`src/rtl/rx_lock_pkg.sv`:
```
package rx_lock_pkg;
  // Serial bits per character and transition-density run limit
  localparam int BITS_PER_CHAR = 10;
  localparam int TD_LIMIT_BITS = 60;
  localparam int TD_CNT_W = 7;
  localparam logic [TD_CNT_W-1:0] TD_LIMIT = 7'h3C;
  localparam logic [TD_CNT_W-1:0] TD_ZERO = 7'h00;
  // Clock divider terms
  localparam int DIV_W = 5;
  localparam logic [DIV_W-1:0] HALF_CHAR_DIV = 5'h0A;
  localparam logic [DIV_W-1:0] CHAR_DIV = 5'h05;
  localparam logic [DIV_W-1:0] DIV_ONE = 5'h01;
  localparam logic [DIV_W-1:0] DIV_ZERO = 5'h00;
  // Register map (byte addresses)
  localparam int ADDR_W = 4;
  localparam logic [ADDR_W-1:0] CTRL_OFS = 4'h0;
  localparam logic [ADDR_W-1:0] STATUS_OFS = 4'h4;
  localparam logic [ADDR_W-1:0] IRQ_STAT_OFS = 4'h8;
  localparam logic [ADDR_W-1:0] IRQ_MASK_OFS = 4'hC;
  // Control bits
  localparam int CTRL_RATE_BIT = 0;
  localparam int CTRL_GATE_BIT = 1;
  localparam int CTRL_FORCE_BIT = 2;
  localparam logic [2:0] CTRL_RESET = 3'h7;
  // Event bits
  localparam int EV_W = 2;
  localparam int EV_FAULT_SET = 0;
  localparam int EV_LOCK_REF = 1;
  localparam logic [31:0] ZERO_WORD = 32'h0000_0000;
  // Lock source
  typedef enum logic [1:0] {
    SRC_REF = 2'b01,
    SRC_DATA = 2'b10
  } lock_src_t;
endpackage

```
`src/rtl/rx_lock_and_clock_select.sv`:
```
// What this block does
// - Receive clock at bit/20 or bit/10
// - Retimer clock equals or doubles receive clock
// - Retimer clock from character clock, no phase
// - Reset puts all state to defaults
// - Reset never touches boundary-scan controller
// - Gate high: level, range, density all decide
// - Any deciding detector out: lock to reference
// - No transition in 60 bits is fault
// - Gate low: range detector alone decides
// - Force low: lock to reference clock
// - Force low holds fault flag low
// - Force high: recover from serial stream
// - Receive clock may drift without transitions
// - Fault flag active low, OR of seven with gate high
// - Reference clock drives range detector
module rx_lock_and_clock_select #(
  parameter int CHANNELS = 2
) (
  // Clock and reset
  input wire logic clk_i,
  input wire logic rst_i,
  // Serial side, one bit per clock per channel
  input wire logic [CHANNELS-1:0] serial_bit_i,
  input wire logic [CHANNELS-1:0] level_ok_i,
  input wire logic [CHANNELS-1:0] range_ok_i,
  input wire logic [CHANNELS*4-1:0] other_fault_i,
  input wire logic [CHANNELS*2-1:0] level_trip_select_i,
  // Clock and status outputs
  output logic [CHANNELS-1:0] recovered_word_clock_o,
  output logic [CHANNELS-1:0] retimer_clock_out_o,
  output logic [CHANNELS-1:0] link_fault_flag_n_o,
  output logic [CHANNELS-1:0] track_data_o,
  output logic [CHANNELS*2-1:0] level_trip_o,
  output logic irq_o,
  // Wishbone classic slave
  input wire logic cyc_i,
  input wire logic stb_i,
  input wire logic we_i,
  input wire logic [3:0] sel_i,
  input wire logic [rx_lock_pkg::ADDR_W-1:0] adr_i,
  input wire logic [31:0] dat_i,
  output logic [31:0] dat_o,
  output logic ack_o
);
  // Control register: rate and force per channel, one shared gate
  logic [CHANNELS-1:0] rate_r, rate_nxt;
  logic gate_r, gate_nxt;
  logic [CHANNELS-1:0] force_r, force_nxt;
  logic [CHANNELS*rx_lock_pkg::EV_W-1:0] ev_stat_r, ev_stat_nxt;
  logic [CHANNELS*rx_lock_pkg::EV_W-1:0] ev_mask_r, ev_mask_nxt;
  logic ack_r, ack_nxt;
  logic [31:0] dat_r, dat_nxt;
  logic [CHANNELS*rx_lock_pkg::EV_W-1:0] ev_pulse;
  logic wr_ok;

  // Boundary-scan controller sits outside; rst_i is not routed there
  assign level_trip_o = level_trip_select_i;

  genvar g;
  generate
    for (g = 0; g < CHANNELS; g++) begin : g_ch
      rx_lock_channel u_ch (
        .clk_i(clk_i),
        .rst_i(rst_i),
        .serial_bit_i(serial_bit_i[g]),
        .level_ok_i(level_ok_i[g]),
        .range_ok_i(range_ok_i[g]),
        .other_fault_i(other_fault_i[g*4 +: 4]),
        .gate_i(gate_r),
        .force_n_i(force_r[g]),
        .rate_i(rate_r[g]),
        .word_clk_o(recovered_word_clock_o[g]),
        .retimer_clk_o(retimer_clock_out_o[g]),
        .fault_n_o(link_fault_flag_n_o[g]),
        .track_data_o(track_data_o[g]),
        .ev_o(ev_pulse[g*rx_lock_pkg::EV_W +: rx_lock_pkg::EV_W])
      );
    end
  endgenerate

  // Commit on the edge at which the master sees ack
  assign wr_ok = cyc_i && stb_i && we_i && ack_r && sel_i[0];
  assign ack_o = ack_r;
  assign dat_o = dat_r;
  assign irq_o = |(ev_stat_r & ev_mask_r);

  always_comb begin
    rate_nxt = rate_r;
    gate_nxt = gate_r;
    force_nxt = force_r;
    ev_mask_nxt = ev_mask_r;
    ev_stat_nxt = ev_stat_r;
    ack_nxt = cyc_i && stb_i && !ack_r;
    dat_nxt = rx_lock_pkg::ZERO_WORD;
    if (wr_ok && adr_i == rx_lock_pkg::CTRL_OFS) begin
      gate_nxt = dat_i[2*CHANNELS];
      for (int i = 0; i < CHANNELS; i++) begin
        rate_nxt[i] = dat_i[i];
        force_nxt[i] = dat_i[CHANNELS + i];
      end
    end
    if (wr_ok && adr_i == rx_lock_pkg::IRQ_MASK_OFS) begin
      ev_mask_nxt = dat_i[CHANNELS*rx_lock_pkg::EV_W-1:0];
    end
    // Write-one-to-clear; a new event in the same cycle wins
    if (wr_ok && adr_i == rx_lock_pkg::IRQ_STAT_OFS) begin
      ev_stat_nxt = ev_stat_nxt & ~dat_i[CHANNELS*rx_lock_pkg::EV_W-1:0];
    end
    ev_stat_nxt = ev_stat_nxt | ev_pulse;
    if (cyc_i && stb_i && !we_i && !ack_r) begin
      case (adr_i)
        rx_lock_pkg::CTRL_OFS: begin
          dat_nxt[CHANNELS-1:0] = rate_r;
          dat_nxt[2*CHANNELS-1:CHANNELS] = force_r;
          dat_nxt[2*CHANNELS] = gate_r;
        end
        rx_lock_pkg::STATUS_OFS: begin
          dat_nxt[CHANNELS-1:0] = track_data_o;
          dat_nxt[2*CHANNELS-1:CHANNELS] = link_fault_flag_n_o;
        end
        rx_lock_pkg::IRQ_STAT_OFS: dat_nxt[CHANNELS*rx_lock_pkg::EV_W-1:0] = ev_stat_r;
        rx_lock_pkg::IRQ_MASK_OFS: dat_nxt[CHANNELS*rx_lock_pkg::EV_W-1:0] = ev_mask_r;
        default: dat_nxt = rx_lock_pkg::ZERO_WORD;
      endcase
    end
  end

  always_ff @(posedge clk_i) begin
    if (rst_i) begin
      rate_r <= '0;
      gate_r <= 1'b1;
      force_r <= '1;
      ev_stat_r <= '0;
      ev_mask_r <= '0;
      ack_r <= 1'b0;
      dat_r <= rx_lock_pkg::ZERO_WORD;
    end else begin
      rate_r <= rate_nxt;
      gate_r <= gate_nxt;
      force_r <= force_nxt;
      ev_stat_r <= ev_stat_nxt;
      ev_mask_r <= ev_mask_nxt;
      ack_r <= ack_nxt;
      dat_r <= dat_nxt;
    end
  end
endmodule // rx_lock_and_clock_select

// One receive channel: lock decision and clock generation
module rx_lock_channel (
  // Clock and reset
  input wire logic clk_i,
  input wire logic rst_i,
  // Detectors
  input wire logic serial_bit_i,
  input wire logic level_ok_i,
  input wire logic range_ok_i,
  input wire logic [3:0] other_fault_i,
  // Control
  input wire logic gate_i,
  input wire logic force_n_i,
  input wire logic rate_i,
  // Outputs
  output logic word_clk_o,
  output logic retimer_clk_o,
  output logic fault_n_o,
  output logic track_data_o,
  output logic [rx_lock_pkg::EV_W-1:0] ev_o
);
  logic td_ok, det_ok;
  logic [rx_lock_pkg::DIV_W-1:0] half_w, rt_high, rt_low;

  // Range check uses the training reference as its frequency source
  assign det_ok = gate_i ? (level_ok_i && range_ok_i && td_ok)
                         : range_ok_i;
  assign half_w = rate_i ? rx_lock_pkg::CHAR_DIV : rx_lock_pkg::HALF_CHAR_DIV;
  // At character rate 2 + 3 cycles give exactly twice the word clock
  assign rt_high = rate_i ? (rx_lock_pkg::CHAR_DIV >> 1) : half_w;
  assign rt_low = rate_i ? (rx_lock_pkg::CHAR_DIV - rt_high) : half_w;

  // Run length counted in the serial domain model, one bit per clock
  rx_density_detector u_td (
    .clk_i(clk_i),
    .rst_i(rst_i),
    .serial_bit_i(serial_bit_i),
    .ok_o(td_ok)
  );

  rx_lock_decider u_dec (
    .clk_i(clk_i),
    .rst_i(rst_i),
    .force_n_i(force_n_i),
    .det_ok_i(det_ok),
    .other_fault_i(other_fault_i),
    .fault_n_o(fault_n_o),
    .track_data_o(track_data_o),
    .ev_o(ev_o)
  );

  // Free-running divider: clock never stops, only its source moves
  rx_clock_divider #(.CNT_W(rx_lock_pkg::DIV_W)) u_word_div (
    .clk_i(clk_i),
    .rst_i(rst_i),
    .high_len_i(half_w),
    .low_len_i(half_w),
    .clk_o(word_clk_o)
  );

  // Own counter from the character clock, no phase tie to word clock
  rx_clock_divider #(.CNT_W(rx_lock_pkg::DIV_W)) u_rt_div (
    .clk_i(clk_i),
    .rst_i(rst_i),
    .high_len_i(rt_high),
    .low_len_i(rt_low),
    .clk_o(retimer_clk_o)
  );
endmodule // rx_lock_channel

// Lock source and fault flag for one channel
module rx_lock_decider (
  // Clock and reset
  input wire logic clk_i,
  input wire logic rst_i,
  // Decision inputs
  input wire logic force_n_i,
  input wire logic det_ok_i,
  input wire logic [3:0] other_fault_i,
  // Decision outputs
  output logic fault_n_o,
  output logic track_data_o,
  output logic [rx_lock_pkg::EV_W-1:0] ev_o
);
  rx_lock_pkg::lock_src_t src_r, src_nxt;
  logic fault_n_r, fault_n_nxt;

  always_comb begin
    case (src_r)
      rx_lock_pkg::SRC_REF: begin
        if (force_n_i && det_ok_i) src_nxt = rx_lock_pkg::SRC_DATA;
        else src_nxt = rx_lock_pkg::SRC_REF;
      end
      rx_lock_pkg::SRC_DATA: begin
        if (!force_n_i || !det_ok_i) src_nxt = rx_lock_pkg::SRC_REF;
        else src_nxt = rx_lock_pkg::SRC_DATA;
      end
      default: src_nxt = rx_lock_pkg::SRC_REF;
    endcase
    fault_n_nxt = force_n_i && det_ok_i && !(|other_fault_i);
    ev_o[rx_lock_pkg::EV_FAULT_SET] = fault_n_r && !fault_n_nxt;
    ev_o[rx_lock_pkg::EV_LOCK_REF] = (src_r == rx_lock_pkg::SRC_DATA)
                                   && (src_nxt == rx_lock_pkg::SRC_REF);
  end

  always_ff @(posedge clk_i) begin
    if (rst_i) begin
      src_r <= rx_lock_pkg::SRC_REF;
      fault_n_r <= 1'b0;
    end else begin
      src_r <= src_nxt;
      fault_n_r <= fault_n_nxt;
    end
  end

  assign fault_n_o = fault_n_r;
  assign track_data_o = (src_r == rx_lock_pkg::SRC_DATA);
endmodule // rx_lock_decider

// Transition-density check, one serial bit per clock
module rx_density_detector #(
  parameter int CNT_W = rx_lock_pkg::TD_CNT_W,
  parameter int LIMIT_BITS = rx_lock_pkg::TD_LIMIT_BITS
) (
  // Clock and reset
  input wire logic clk_i,
  input wire logic rst_i,
  // Serial stream
  input wire logic serial_bit_i,
  // Within limits
  output logic ok_o
);
  localparam logic [CNT_W-1:0] RUN_LIMIT = CNT_W'(LIMIT_BITS);
  localparam logic [CNT_W-1:0] RUN_STEP = CNT_W'(1);
  logic [CNT_W-1:0] run_r, run_nxt;
  logic prev_bit_r, prev_bit_nxt;

  // Saturates at the limit so a long quiet line cannot wrap back to ok
  assign ok_o = run_r < RUN_LIMIT;

  always_comb begin
    prev_bit_nxt = serial_bit_i;
    run_nxt = run_r;
    if (serial_bit_i != prev_bit_r) begin
      run_nxt = '0;
    end else if (ok_o) begin
      run_nxt = run_r + RUN_STEP;
    end
  end

  always_ff @(posedge clk_i) begin
    if (rst_i) begin
      run_r <= '0;
      prev_bit_r <= 1'b0;
    end else begin
      run_r <= run_nxt;
      prev_bit_r <= prev_bit_nxt;
    end
  end
endmodule // rx_density_detector

// Free-running clock divider with separate high and low spans
module rx_clock_divider #(
  parameter int CNT_W = rx_lock_pkg::DIV_W
) (
  // Clock and reset
  input wire logic clk_i,
  input wire logic rst_i,
  // Spans in clock cycles, two or more each
  input wire logic [CNT_W-1:0] high_len_i,
  input wire logic [CNT_W-1:0] low_len_i,
  // Divided clock
  output logic clk_o
);
  localparam logic [CNT_W-1:0] CNT_ONE = CNT_W'(1);
  logic [CNT_W-1:0] cnt_r, cnt_nxt;
  logic clk_r, clk_nxt;
  logic [CNT_W-1:0] span;
  logic last;

  assign span = clk_r ? high_len_i : low_len_i;
  // A shorter span after a rate change ends the phase at once, never stretches it
  assign last = (cnt_r >= span - CNT_ONE);

  always_comb begin
    cnt_nxt = last ? '0 : cnt_r + CNT_ONE;
    clk_nxt = last ? !clk_r : clk_r;
  end

  always_ff @(posedge clk_i) begin
    if (rst_i) begin
      cnt_r <= '0;
      clk_r <= 1'b0;
    end else begin
      cnt_r <= cnt_nxt;
      clk_r <= clk_nxt;
    end
  end

  assign clk_o = clk_r;
endmodule // rx_clock_divider

```
`config.mk`:
```
export PLATFORM = sky130hd
export DESIGN_NAME = rx_lock_and_clock_select
export DESIGN_NICKNAME = d
export VERILOG_FILES = /design/src/rtl/rx_lock_pkg.sv /design/src/rtl/rx_lock_and_clock_select.sv
export SDC_FILE = /design/constraint.sdc
export NUM_CORES = 1
export LEC_CHECK = 0
export ABC_AREA = 0
export BUFFER_PORTS_ARGS = -buffer_cell sky130_fd_sc_hd__buf_2
export CAP_MARGIN = 20
export CORE_ASPECT_RATIO = 1.4
export CORE_MARGIN = 2
export CORE_UTILIZATION = 39
export CTS_BUF_LIST = sky130_fd_sc_hd__clkbuf_2
export DETAILED_ROUTE_END_ITERATION = 8
export PLACE_DENSITY = 0.67
export SLEW_MARGIN = 40
export SYNTH_ARGS = -nofsm -noshare
export SYNTH_HDL_FRONTEND = slang
export SYNTH_SLANG_ARGS = --single-unit
```
`constraint.sdc`:
```
create_clock -name clk_i -period 1.88 [get_ports clk_i]
set_input_delay 0.376 -clock clk_i [delete_from_list [all_inputs] [get_ports clk_i]]
set_output_delay 0.376 -clock clk_i [all_outputs]
set_load 0.005 [all_outputs]
```
## Yosys cells after proc, flatten, opt, wreduce, memory -nomap -nowiden

Index checks and enable logic that the tools add are counted.
Widths: inputs -> output; s select.

- Input bits: 63
- Register bits after elaboration: 92
- Output and inout port bits: 46

- Eq/ne operators: 11
- Mux-type cells: 18
- Add/sub/neg operators: 12
- Bitwise gates (word level): 6
- Magnitude comparators: 6
- Reductions and logical operators: 50

Operator list:

| cell | count |
|---|---|
| $mux 5 | 6 |
| $logic_and 1x1->1 | 22 |
| $add 5x1->5 const B | 4 |
| $ge 5x5->1 | 4 |
| $sub 5x1->5 const B | 4 |
| $pmux 4 s4 | 1 |
| $add 7x1->7 const B | 2 |
| $logic_not 1->1 | 14 |
| $lt 7x6->1 const B | 2 |
| $reduce_or 2->1 | 7 |
| $mux 4 | 3 |
| $reduce_or 4->1 | 3 |
| $sub 3x5->5 const A | 2 |
| $and 4x4->4 | 2 |
| $eq 2x1->1 const B | 4 |
| $eq 4x4->1 const B | 2 |
| $mux 2 | 4 |
| $pmux 2 s2 | 2 |
| $eq 2x2->1 const B | 2 |
| $eq 4x3->1 const B | 1 |
| $logic_not 4->1 | 1 |
| $not 4->4 | 1 |
| $or 4x4->4 | 1 |
| $reduce_or 3->1 | 1 |
| 4 further kinds | 8 |

## Logic depth before layout (Yosys ltp)

Gate-level depths: netlist (run 1).

- Depth in word-level cells: 10
- Mapped depth: 6
- Gate-level depth less buffers: 6

## By module

Synthesis (run 1) repeated with hierarchy kept, for this count alone.

- Cell total of the unflattened synthesis: 441
- Area, all modules: 4047.6 µm²

Modules (own cells, without submodules):

| module | sequential area each (µm²) | area each (µm²) | cells an instance | instances |
|---|---|---|---|---|
| rx_clock_divider | 120.1 | 465.4 | 53 | 4 |
| rx_lock_and_clock_select | 380.4 | 1132.3 | 115 | 1 |
| rx_density_detector | 160.2 | 351.6 | 35 | 2 |
| rx_lock_decider | 60.1 | 152.6 | 17 | 2 |
| rx_lock_channel | 0.0 | 22.5 | 5 | 2 |

## Worst setup path before layout (run 1)

No wires, ideal clock.

- Path kind: register -> register
- Start point: reg g_ch[1].u_ch.u_rt_div.clk_r
- End point: reg g_ch[1].u_ch.u_rt_div.clk_r
- Path buffers: 0
- Data arrival time: 1722 ps
- Data required time: 1759 ps
- Cell stages (with the launch flop): 7
- Setup slack: 38 ps
- Cell sequence: dfxtp_1 > nand2b_1 > ha_1 > nand2b_4 > a211o_1 > a211oi_1 > mux2_2

- Word-level cells in the longest chain between the ends: 3

RTL lines:

| element | line | text |
|---|---|---|
| start: declaration | rx_lock_and_clock_select.sv:326 | `logic clk_r, clk_nxt;` |
| start signal: assignment | rx_lock_and_clock_select.sv:345 | `clk_r <= clk_nxt;` |
| $mux 5 | rx_lock_and_clock_select.sv:330 | `assign span = clk_r ? high_len_i : low_len_i;` |
| $sub 5x1->5 | rx_lock_and_clock_select.sv:332 | `assign last = (cnt_r >= span - CNT_ONE);` |
| $ge 5x5->1 | rx_lock_and_clock_select.sv:332 |  |

Parallel ways exist; a longest one is shown, timed or not.
A chain may end at the register's enable or synchronous reset.

## Worst setup path in the final report (run 1)

- Start point: reg g_ch[0].u_ch.u_rt_div.clk_r
- End point: reg g_ch[0].u_ch.u_rt_div.cnt_r[2]

- Word-level cells in the longest chain between the ends: 4

RTL lines:

| element | line | text |
|---|---|---|
| start: declaration | rx_lock_and_clock_select.sv:326 |  |
| start signal: assignment | rx_lock_and_clock_select.sv:345 |  |
| $mux 5 | rx_lock_and_clock_select.sv:330 |  |
| $sub 5x1->5 | rx_lock_and_clock_select.sv:332 |  |
| $ge 5x5->1 | rx_lock_and_clock_select.sv:332 |  |
| $reduce_or 2->1 (no source line) | - |  |
| end signal: assignment | rx_lock_and_clock_select.sv:344 | `cnt_r <= cnt_nxt;` |
| end: declaration | rx_lock_and_clock_select.sv:325 | `logic [CNT_W-1:0] cnt_r, cnt_nxt;` |

No other way between the ends.

==> flow_metrics.tcl, run 1 <==
set metrics [dict create \
    outcome "finished clean" \
    synth_seq_cells 65 \
    cts_setup_buffers 0 \
    critPathArrivalTime_ns 2.25 \
    insertion_delay_ns 0.47 \
    r2r_cells 6 \
    viasPerCell 4.89 \
    io_pins 109 \
    drive_gt1_frac 0.249 \
    grt_pass1_wl_mm 10.1 \
    grt_max_degree 22 \
    rsz0062_at_grt "true" \
    max_cap_violations 0 \
    overflow 0 \
    gp_congestion 0.922 \
    cts_buffers 9 \
    syn_area_um2 3190 \
    place_inst 487 \
    dr.pass1.iters 6 \
    start_kind "flip-flop" \
    final_cells 503 \
    r2r_end "g_ch[0].u_ch.u_rt_div.cnt_r[2]" \
    async_reset_ff_frac 0 \
    min_period_ns 1.84 \
    ys_seq_area_frac 0.407 \
    ir_drop_mv 0.316 \
    syn_inst 346 \
    nFillCells 809 \
    nets 481 \
    critPathMaxFanout 5 \
    ctsHtreeMaxLevel 3 \
    cts.sinks 65 \
    yosys.cell_types.count 43 \
    rrSetupSlack_ns 0.04 \
    finalHoldViolCount 0 \
    hold_start "stb_i" \
    cts_tree "done" \
    cts_buffer_depth 2 \
    ant_nets 0 \
    crit_required_ns 2.29 \
    coreArea_um2 8050 \
    finalCritPeriodShare 0.979 \
    syn2layout_area_growth_pct 14.4 \
    wl_mm 6.28 \
    first_global_vias 2376 \
    dpl.hpwl_mm 4.77 \
    avgSynthCellArea_um2 9.23 \
    met2_usage 0.248 \
    setup_ws_ns 0.0397 \
    die_y_um 111 \
    grt_antenna_before_repair 0 \
    ctsRootBufferMaster "clkbuf_2" \
    grtUsageMet3 0.0375 \
    final-setup-viol-count 0 \
    path_clk_slew_ns 0.16 \
    place_ws_ns -0.0564 \
    io_buffers 43 \
    grt_util_all_layers 0.144 \
    r2r-start "g_ch[0].u_ch.u_rt_div.clk_o" \
    dr_total_vias 2458 \
    drc 0 \
    final_max_slew_viol_count 0 \
    row_count 39 \
    hold_path_end "ack_o" \
    synthFlopType "dfxtp_1" \
    p_total_mw 2.67 \
    drt-initial-drc-count 156 \
    use_met1 0.161 \
    whs_path_depth 3 \
    routedWlPerCell_um 12.5 \
    grt-busiest-layer "met2" \
    p_leak_nw 1.66 \
    timing.fmax_mhz 543 \
    die_w_um 80.5 \
    skew_ns 0.0124 \
    insertedDiodeCount 0 \
    die_area_um2 8940 \
    yosys_warnings 0 \
    cp-end-kind "flip-flop" \
    synth_edf_count 0 \
    path_class "reg2reg" \
    hp-class "in2reg" \
    powerDensity_nw_per_um2 729 \
    initial_core_util 0.397 \
]
-- cell usage after synthesis, drive strengths merged, types with 5 or more instances --
master / n / area share
buf: 40 / 0.093
dfxtp: 65 / 0.41
ha: 22 / 0.086
nand2: 16 / 0.019
o21ai: 14 / 0.022
xor2: 13 / 0.036
nand2b: 6 / 0.014
xnor2: 11 / 0.030
nor3: 5 / 0.0078
nand3: 12 / 0.020
mux2i: 8 / 0.025
a211o: 5 / 0.014
nor2: 58 / 0.068
inv: 19 / 0.022
-- worst max path at each step --
stage | from | end | slack, ns | cells after the start
after global routing | g_ch[0].u_ch.u_rt_div.clk_o | g_ch[0].u_ch.u_rt_div.cnt_r[2] | -0.05 | 6
final | g_ch[0].u_ch.u_rt_div.clk_o | g_ch[0].u_ch.u_rt_div.cnt_r[2] | 0.04 | 6
after detailed placement | g_ch[0].u_ch.u_rt_div.clk_o | g_ch[0].u_ch.u_rt_div.clk_o | -0.06 | 6
after floorplan | g_ch[1].u_ch.u_rt_div.clk_o | g_ch[1].u_ch.u_rt_div.clk_o | 0.04 | 6
after CTS | rate_r[0] | g_ch[0].u_ch.u_word_div.cnt_r[4] | 0.0008 | 7
after global placement | g_ch[0].u_ch.u_rt_div.clk_o | g_ch[0].u_ch.u_rt_div.clk_o | -0.02 | 6
-- per-stage QoR --
step,hold slack (ns),instance area [µm²],TNS [ns],util
2_1_floorplan,0.420,3290,0,-
5_1_grt,0.0854,3650,-0.105,0.454
6_report,0.137,3650,0,0.454
3_5_place_dp,0.436,3420,-0.0884,0.425
4_1_cts,0.0984,3570,0,0.444
3_3_place_gp,0.426,3420,-0.0242,0.425
-- logic make-up after synthesis --
kind of cell / Yosys count / share of synthesized area
other: 1 / 0.00117
XOR/XNOR: 24 / 0.0658
buffers and inverters: 62 / 0.119
multiplexers: 12 / 0.0392
AND/OR/NAND/NOR: 118 / 0.179
adder cells (fa/ha/maj): 22 / 0.0862
flip-flops: 65 / 0.407
AO/OA/AOI/OAI: 42 / 0.102
-- state kept, by name, summed over array words and instances, names as in the netlist --
register,cells
g_ch.u_ch.u_td.run_r,14
g_ch.u_ch.u_rt_div.cnt_r,10
g_ch.u_ch.u_word_div.cnt_r,10
dat_o,5
ev_mask_r,4
ev_stat_r,4
g_ch.u_ch.u_dec.src_r,4
force_r,2
g_ch.u_ch.u_dec.fault_n_o,2
g_ch.u_ch.u_rt_div.clk_o,2
g_ch.u_ch.u_td.prev_bit_r,2
g_ch.u_ch.u_word_div.clk_o,2
rate_r,2
ack_o,1
gate_r,1
-- critical path, stage by stage (launching register included) --
cell and delay [ns]:
dfxtp_2 0.35, nand2b_4 0.15, ha_4 0.21, nand2b_4 0.13
a211o_1 0.31, a2111o_1 0.49, nor2_1 0.13
-- area by class of cell --
cell class                      instances  area (µm²)  share of cell area
Multi-Input combinational cell        245        1710               0.467
Sequential cell                        65        1310               0.357
Timing Repair Buffer                   56         317              0.0866
Tap cell                              102         128              0.0349
Inverter                               19        71.3              0.0195
Clock inverter                          4        67.6              0.0185
Clock buffer                           12        60.1              0.0164
-- repair_timing --
action	CTS	global route
setup endpoints to repair	8	22
pin swaps	6	8
gates resized for setup	5	14
hold buffers	0	0
-- routing by layer --
layer | share of wire | vias to the layer above
met3 | 0.050 | 12
met4 | 0.024 | 0
met2 | 0.50 | 73
met5 | 0 | -
li1 | - | 1218
met1 | 0.43 | 1155
-- placed cells by master, fill, tap and decap left out, drive strengths merged, types with 2 or more instances in the layout --
master | Yosys | layout
a211oi | 2 | 2
nor4b | 3 | 3
xor2 | 13 | 13
a41oi | 2 | 2
clkinv | 0 | 2
dfxtp | 65 | 65
a211o | 5 | 5
or2 | 2 | 2
ha | 22 | 22
a21oi | 4 | 4
a22oi | 2 | 2
a2111o | 2 | 2
nand3 | 12 | 12
conb | 1 | 27
xnor2 | 11 | 11
nor2 | 58 | 58
buf | 40 | 56
nand2 | 16 | 16
nand2b | 6 | 6
nand4 | 3 | 3
inv | 19 | 19
bufinv | 0 | 2
a21boi | 2 | 2
o31ai | 2 | 2
o21ai | 14 | 14
a222oi | 4 | 4
mux2 | 4 | 4
mux2i | 8 | 8
and4 | 2 | 2
nor3 | 5 | 5
nor2b | 4 | 4
clkbuf | 3 | 12
nor4 | 4 | 4
-- where the power goes --
part	total [mW]	switching (mW)	leakage [nW]	internal, mW
clock	0.925	0.475	0.0812	0.450
combinational	0.280	0.148	1.05	0.132
sequential	1.46	0.0382	0.530	1.42
total	2.67	0.661	1.66	2.00
(Power assumes the default switching activity.)
==> run 2, diff against run 1 <==
--- a/config.mk
+++ b/config.mk
@@ -13,8 +13,8 @@
 export CORE_UTILIZATION = 39
 export CTS_BUF_LIST = sky130_fd_sc_hd__clkbuf_2
 export DETAILED_ROUTE_END_ITERATION = 8
-export PLACE_DENSITY = 0.67
 export SLEW_MARGIN = 40
 export SYNTH_ARGS = -nofsm -noshare
 export SYNTH_HDL_FRONTEND = slang
+export SYNTH_HIERARCHICAL = 1
 export SYNTH_SLANG_ARGS = --single-unit
==> run 2 against run 1 <==
Effect of this change:
- the flow now finishes with violations (setup timing)
- flip-flop and latch count unchanged
- sequential power up 4%
- routed wire length rose by 25%
- critical path type unchanged
==> flow_metrics.tcl, run 2 <==
set metrics [dict create \
    outcome "complete, but fails checks" \
    violations "setup timing" \
    path_class "reg2reg" \
    row_count 44 \
    layout_commonest_cell "dfxtp_1" \
    skew_ns 0.0284 \
    gp_congestion 0.730 \
    drc 0 \
    ctsHtreeMaxLevel 3 \
    finalHoldViolCount 0 \
    io_buffers 43 \
    synth.most_common_cell "dfxtp_1" \
    largest_register_ffs 14 \
    routedWlPerCell_um 11.5 \
    die_w_um 90.1 \
    coreArea_um2 10200 \
    yosys.cell_types.count 48 \
    drt-initial-drc-count 54 \
    final_cells 679 \
    hp-class "in2reg" \
    die_area_um2 11200 \
    grt_util_all_layers 0.144 \
    synthFlopType "dfxtp_1" \
    ant_nets 0 \
    yosys-top-cells-area "dfxtp_1, ha_1, mux2i_1, buf_4, nor2_1" \
    viasPerCell 4.71 \
    synthTopCellsByCount "dfxtp_1, nor2_1, ha_1" \
    cts_tree "done" \
    cts_buffers 9 \
    ys_seq_area_frac 0.321 \
    setup_ws_ns -0.188 \
    rsz0062_at_grt "true" \
    async_reset_ff_frac 0 \
    syn2layout_area_growth_pct 23.7 \
    min_period_ns 2.07 \
    grt_max_degree 47 \
    dr_total_vias 3197 \
    final-setup-viol-count 12 \
    dr.pass1.iters 4 \
    grt_pass1_wl_mm 13.2 \
    path_clk_slew_ns 0.20 \
    drive_gt1_frac 0.290 \
    place_inst 657 \
    insertedDiodeCount 0 \
    ir_drop_mv 0.230 \
    cts.sinks 65 \
    dpl.hpwl_mm 6.08 \
    io_pins 109 \
    cts_buffer_depth 2 \
    timing.fmax_mhz 484 \
    finalCritPeriodShare 1.10 \
    ctsRootBufferMaster "clkbuf_2" \
    overflow 0 \
    mostFrequentLayoutCells "dfxtp_1, conb_1, buf_2, nor2_1, buf_4" \
    final_max_slew_viol_count 0 \
    start_kind "flip-flop" \
    tns_ns -1.87 \
    top_regs "g_ch.u_ch/u_td/run_r: 14 flops, g_ch.u_ch/u_rt_div/cnt_r: 10 flops, g_ch.u_ch/u_word_div/cnt_r: 10 flops" \
    synth_top_area_share 0.321 \
    cp-end-kind "flip-flop" \
    die_y_um 125 \
    wl_mm 7.82 \
    syn_inst 441 \
    avgSynthCellArea_um2 9.18 \
    synth_top_area_cell "dfxtp_1" \
    syn_area_um2 4050 \
    insertion_delay_ns 0.52 \
    nets 633 \
    p_leak_nw 2.11 \
    hold_slack_ns 0.0771 \
    powerDensity_nw_per_um2 693 \
    max_cap_violations 0 \
    critPathMaxFanout 5 \
    crit_required_ns 2.33 \
    initial_core_util 0.395 \
    synth_edf_count 0 \
    synth_seq_cells 65 \
    first_global_vias 3078 \
    yosys_warnings 6 \
    p_total_mw 3.47 \
    critPathArrivalTime_ns 2.52 \
    grt_antenna_before_repair 0 \
    regMostFlops "g_ch.u_ch/u_td/run_r" \
]
==> run 2: changes by cell type after synthesis, sizes merged, moves of 5 or more <==
cell	delta
mux2i	+23
nor3	+14
ha	+12
nor2	-12
nor2b	+12
nand2b	+10
nand2	+8
nor3b	+8
a21oi	+6
a211o	-5
a31oi	+5
xnor2	+5
==> run 2: worst paths after layout <==
kind                                               startpoint                                to  slack (ns)  depth (start not counted)
worst max-delay path            g_ch[1].u_ch/u_word_div/clk_o  g_ch[1].u_ch/u_word_div/cnt_r[3]       -0.19                          9
worst min-delay path                         other_fault_i[2]      g_ch[0].u_ch/u_dec/fault_n_o        0.08                          3
worst max register to register  g_ch[1].u_ch/u_word_div/clk_o  g_ch[1].u_ch/u_word_div/cnt_r[3]       -0.19                          9
worst min register to register     g_ch[0].u_ch/u_td/run_r[6]        g_ch[0].u_ch/u_td/run_r[6]        0.49                          2
==> run 2: layer usage <==
| layer | global-route usage | part of all wire |
|---|---|---|
| met5 | 0 | 0 |
| met4 | 0.0643 | 0.017 |
| met3 | 0.0345 | 0.035 |
| met2 | 0.264 | 0.54 |
| met1 | 0.154 | 0.41 |
==> run 2: what timing repair did <==
action,4_1_cts,5_1_grt
resized for setup,7,39
setup endpoints to repair,12,26
buffers inserted,3,3
pin swaps,6,13
hold buffers,0,0
gates cloned,0,0
==> run 2: worst max-delay path, cell delays in order, from the launching register on <==
cell and delay [ns]:
dfxtp_4 0.44, mux2i_4 0.27, ha_4 0.17, o21ai_2 0.06
xnor2_2 0.14, ha_1 0.32, buf_4 0.14, buf_4 0.14
a31o_4 0.24, nor2_1 0.09
==> run 2: logic make-up (layout without fill, tap and decap cells) <==
logic type / Yosys count / count (layout) / share of synthesized area
buffers and inverters: 57 / 113 / 0.0934
other: 5 / 49 / 0.00464
AO/OA/AOI/OAI: 54 / 54 / 0.0964
AND/OR/NAND/NOR: 163 / 163 / 0.218
XOR/XNOR: 28 / 28 / 0.0606
adder cells (fa/ha/maj): 34 / 34 / 0.105
flip-flops: 65 / 65 / 0.321
multiplexers: 35 / 35 / 0.101
==> run 2: where the power goes <==
| group | total (mW) | switching, mW | internal [mW] |
|---|---|---|---|
| registers | 1.52 | 0.0717 | 1.45 |
| logic | 0.974 | 0.488 | 0.485 |
| clock network | 0.973 | 0.534 | 0.439 |
| total | 3.47 | 1.09 | 2.38 |
==> run 2: stage by stage <==
| step | setup slack (ns) | instance area (µm²) | util |
|---|---|---|---|
| floorplan | -0.151 | 4260 | - |
| finish | -0.188 | 5010 | 0.489 |
| global route | -0.302 | 5010 | 0.489 |
| global placement | -0.156 | 4580 | 0.448 |
| detailed placement | -0.222 | 4580 | 0.448 |
| CTS | -0.226 | 4790 | 0.468 |
==> run 2: area by class of cell <==
cell class                      count  area [µm²]
Multi-Input combinational cell    363        2780
Clock inverter                      7        95.1
Timing Repair Buffer               81         526
Fill cell                        1022        5230
Tap cell                          138         173
Clock buffer                        9        45.0
Sequential cell                    65        1320
Inverter                           16        67.6
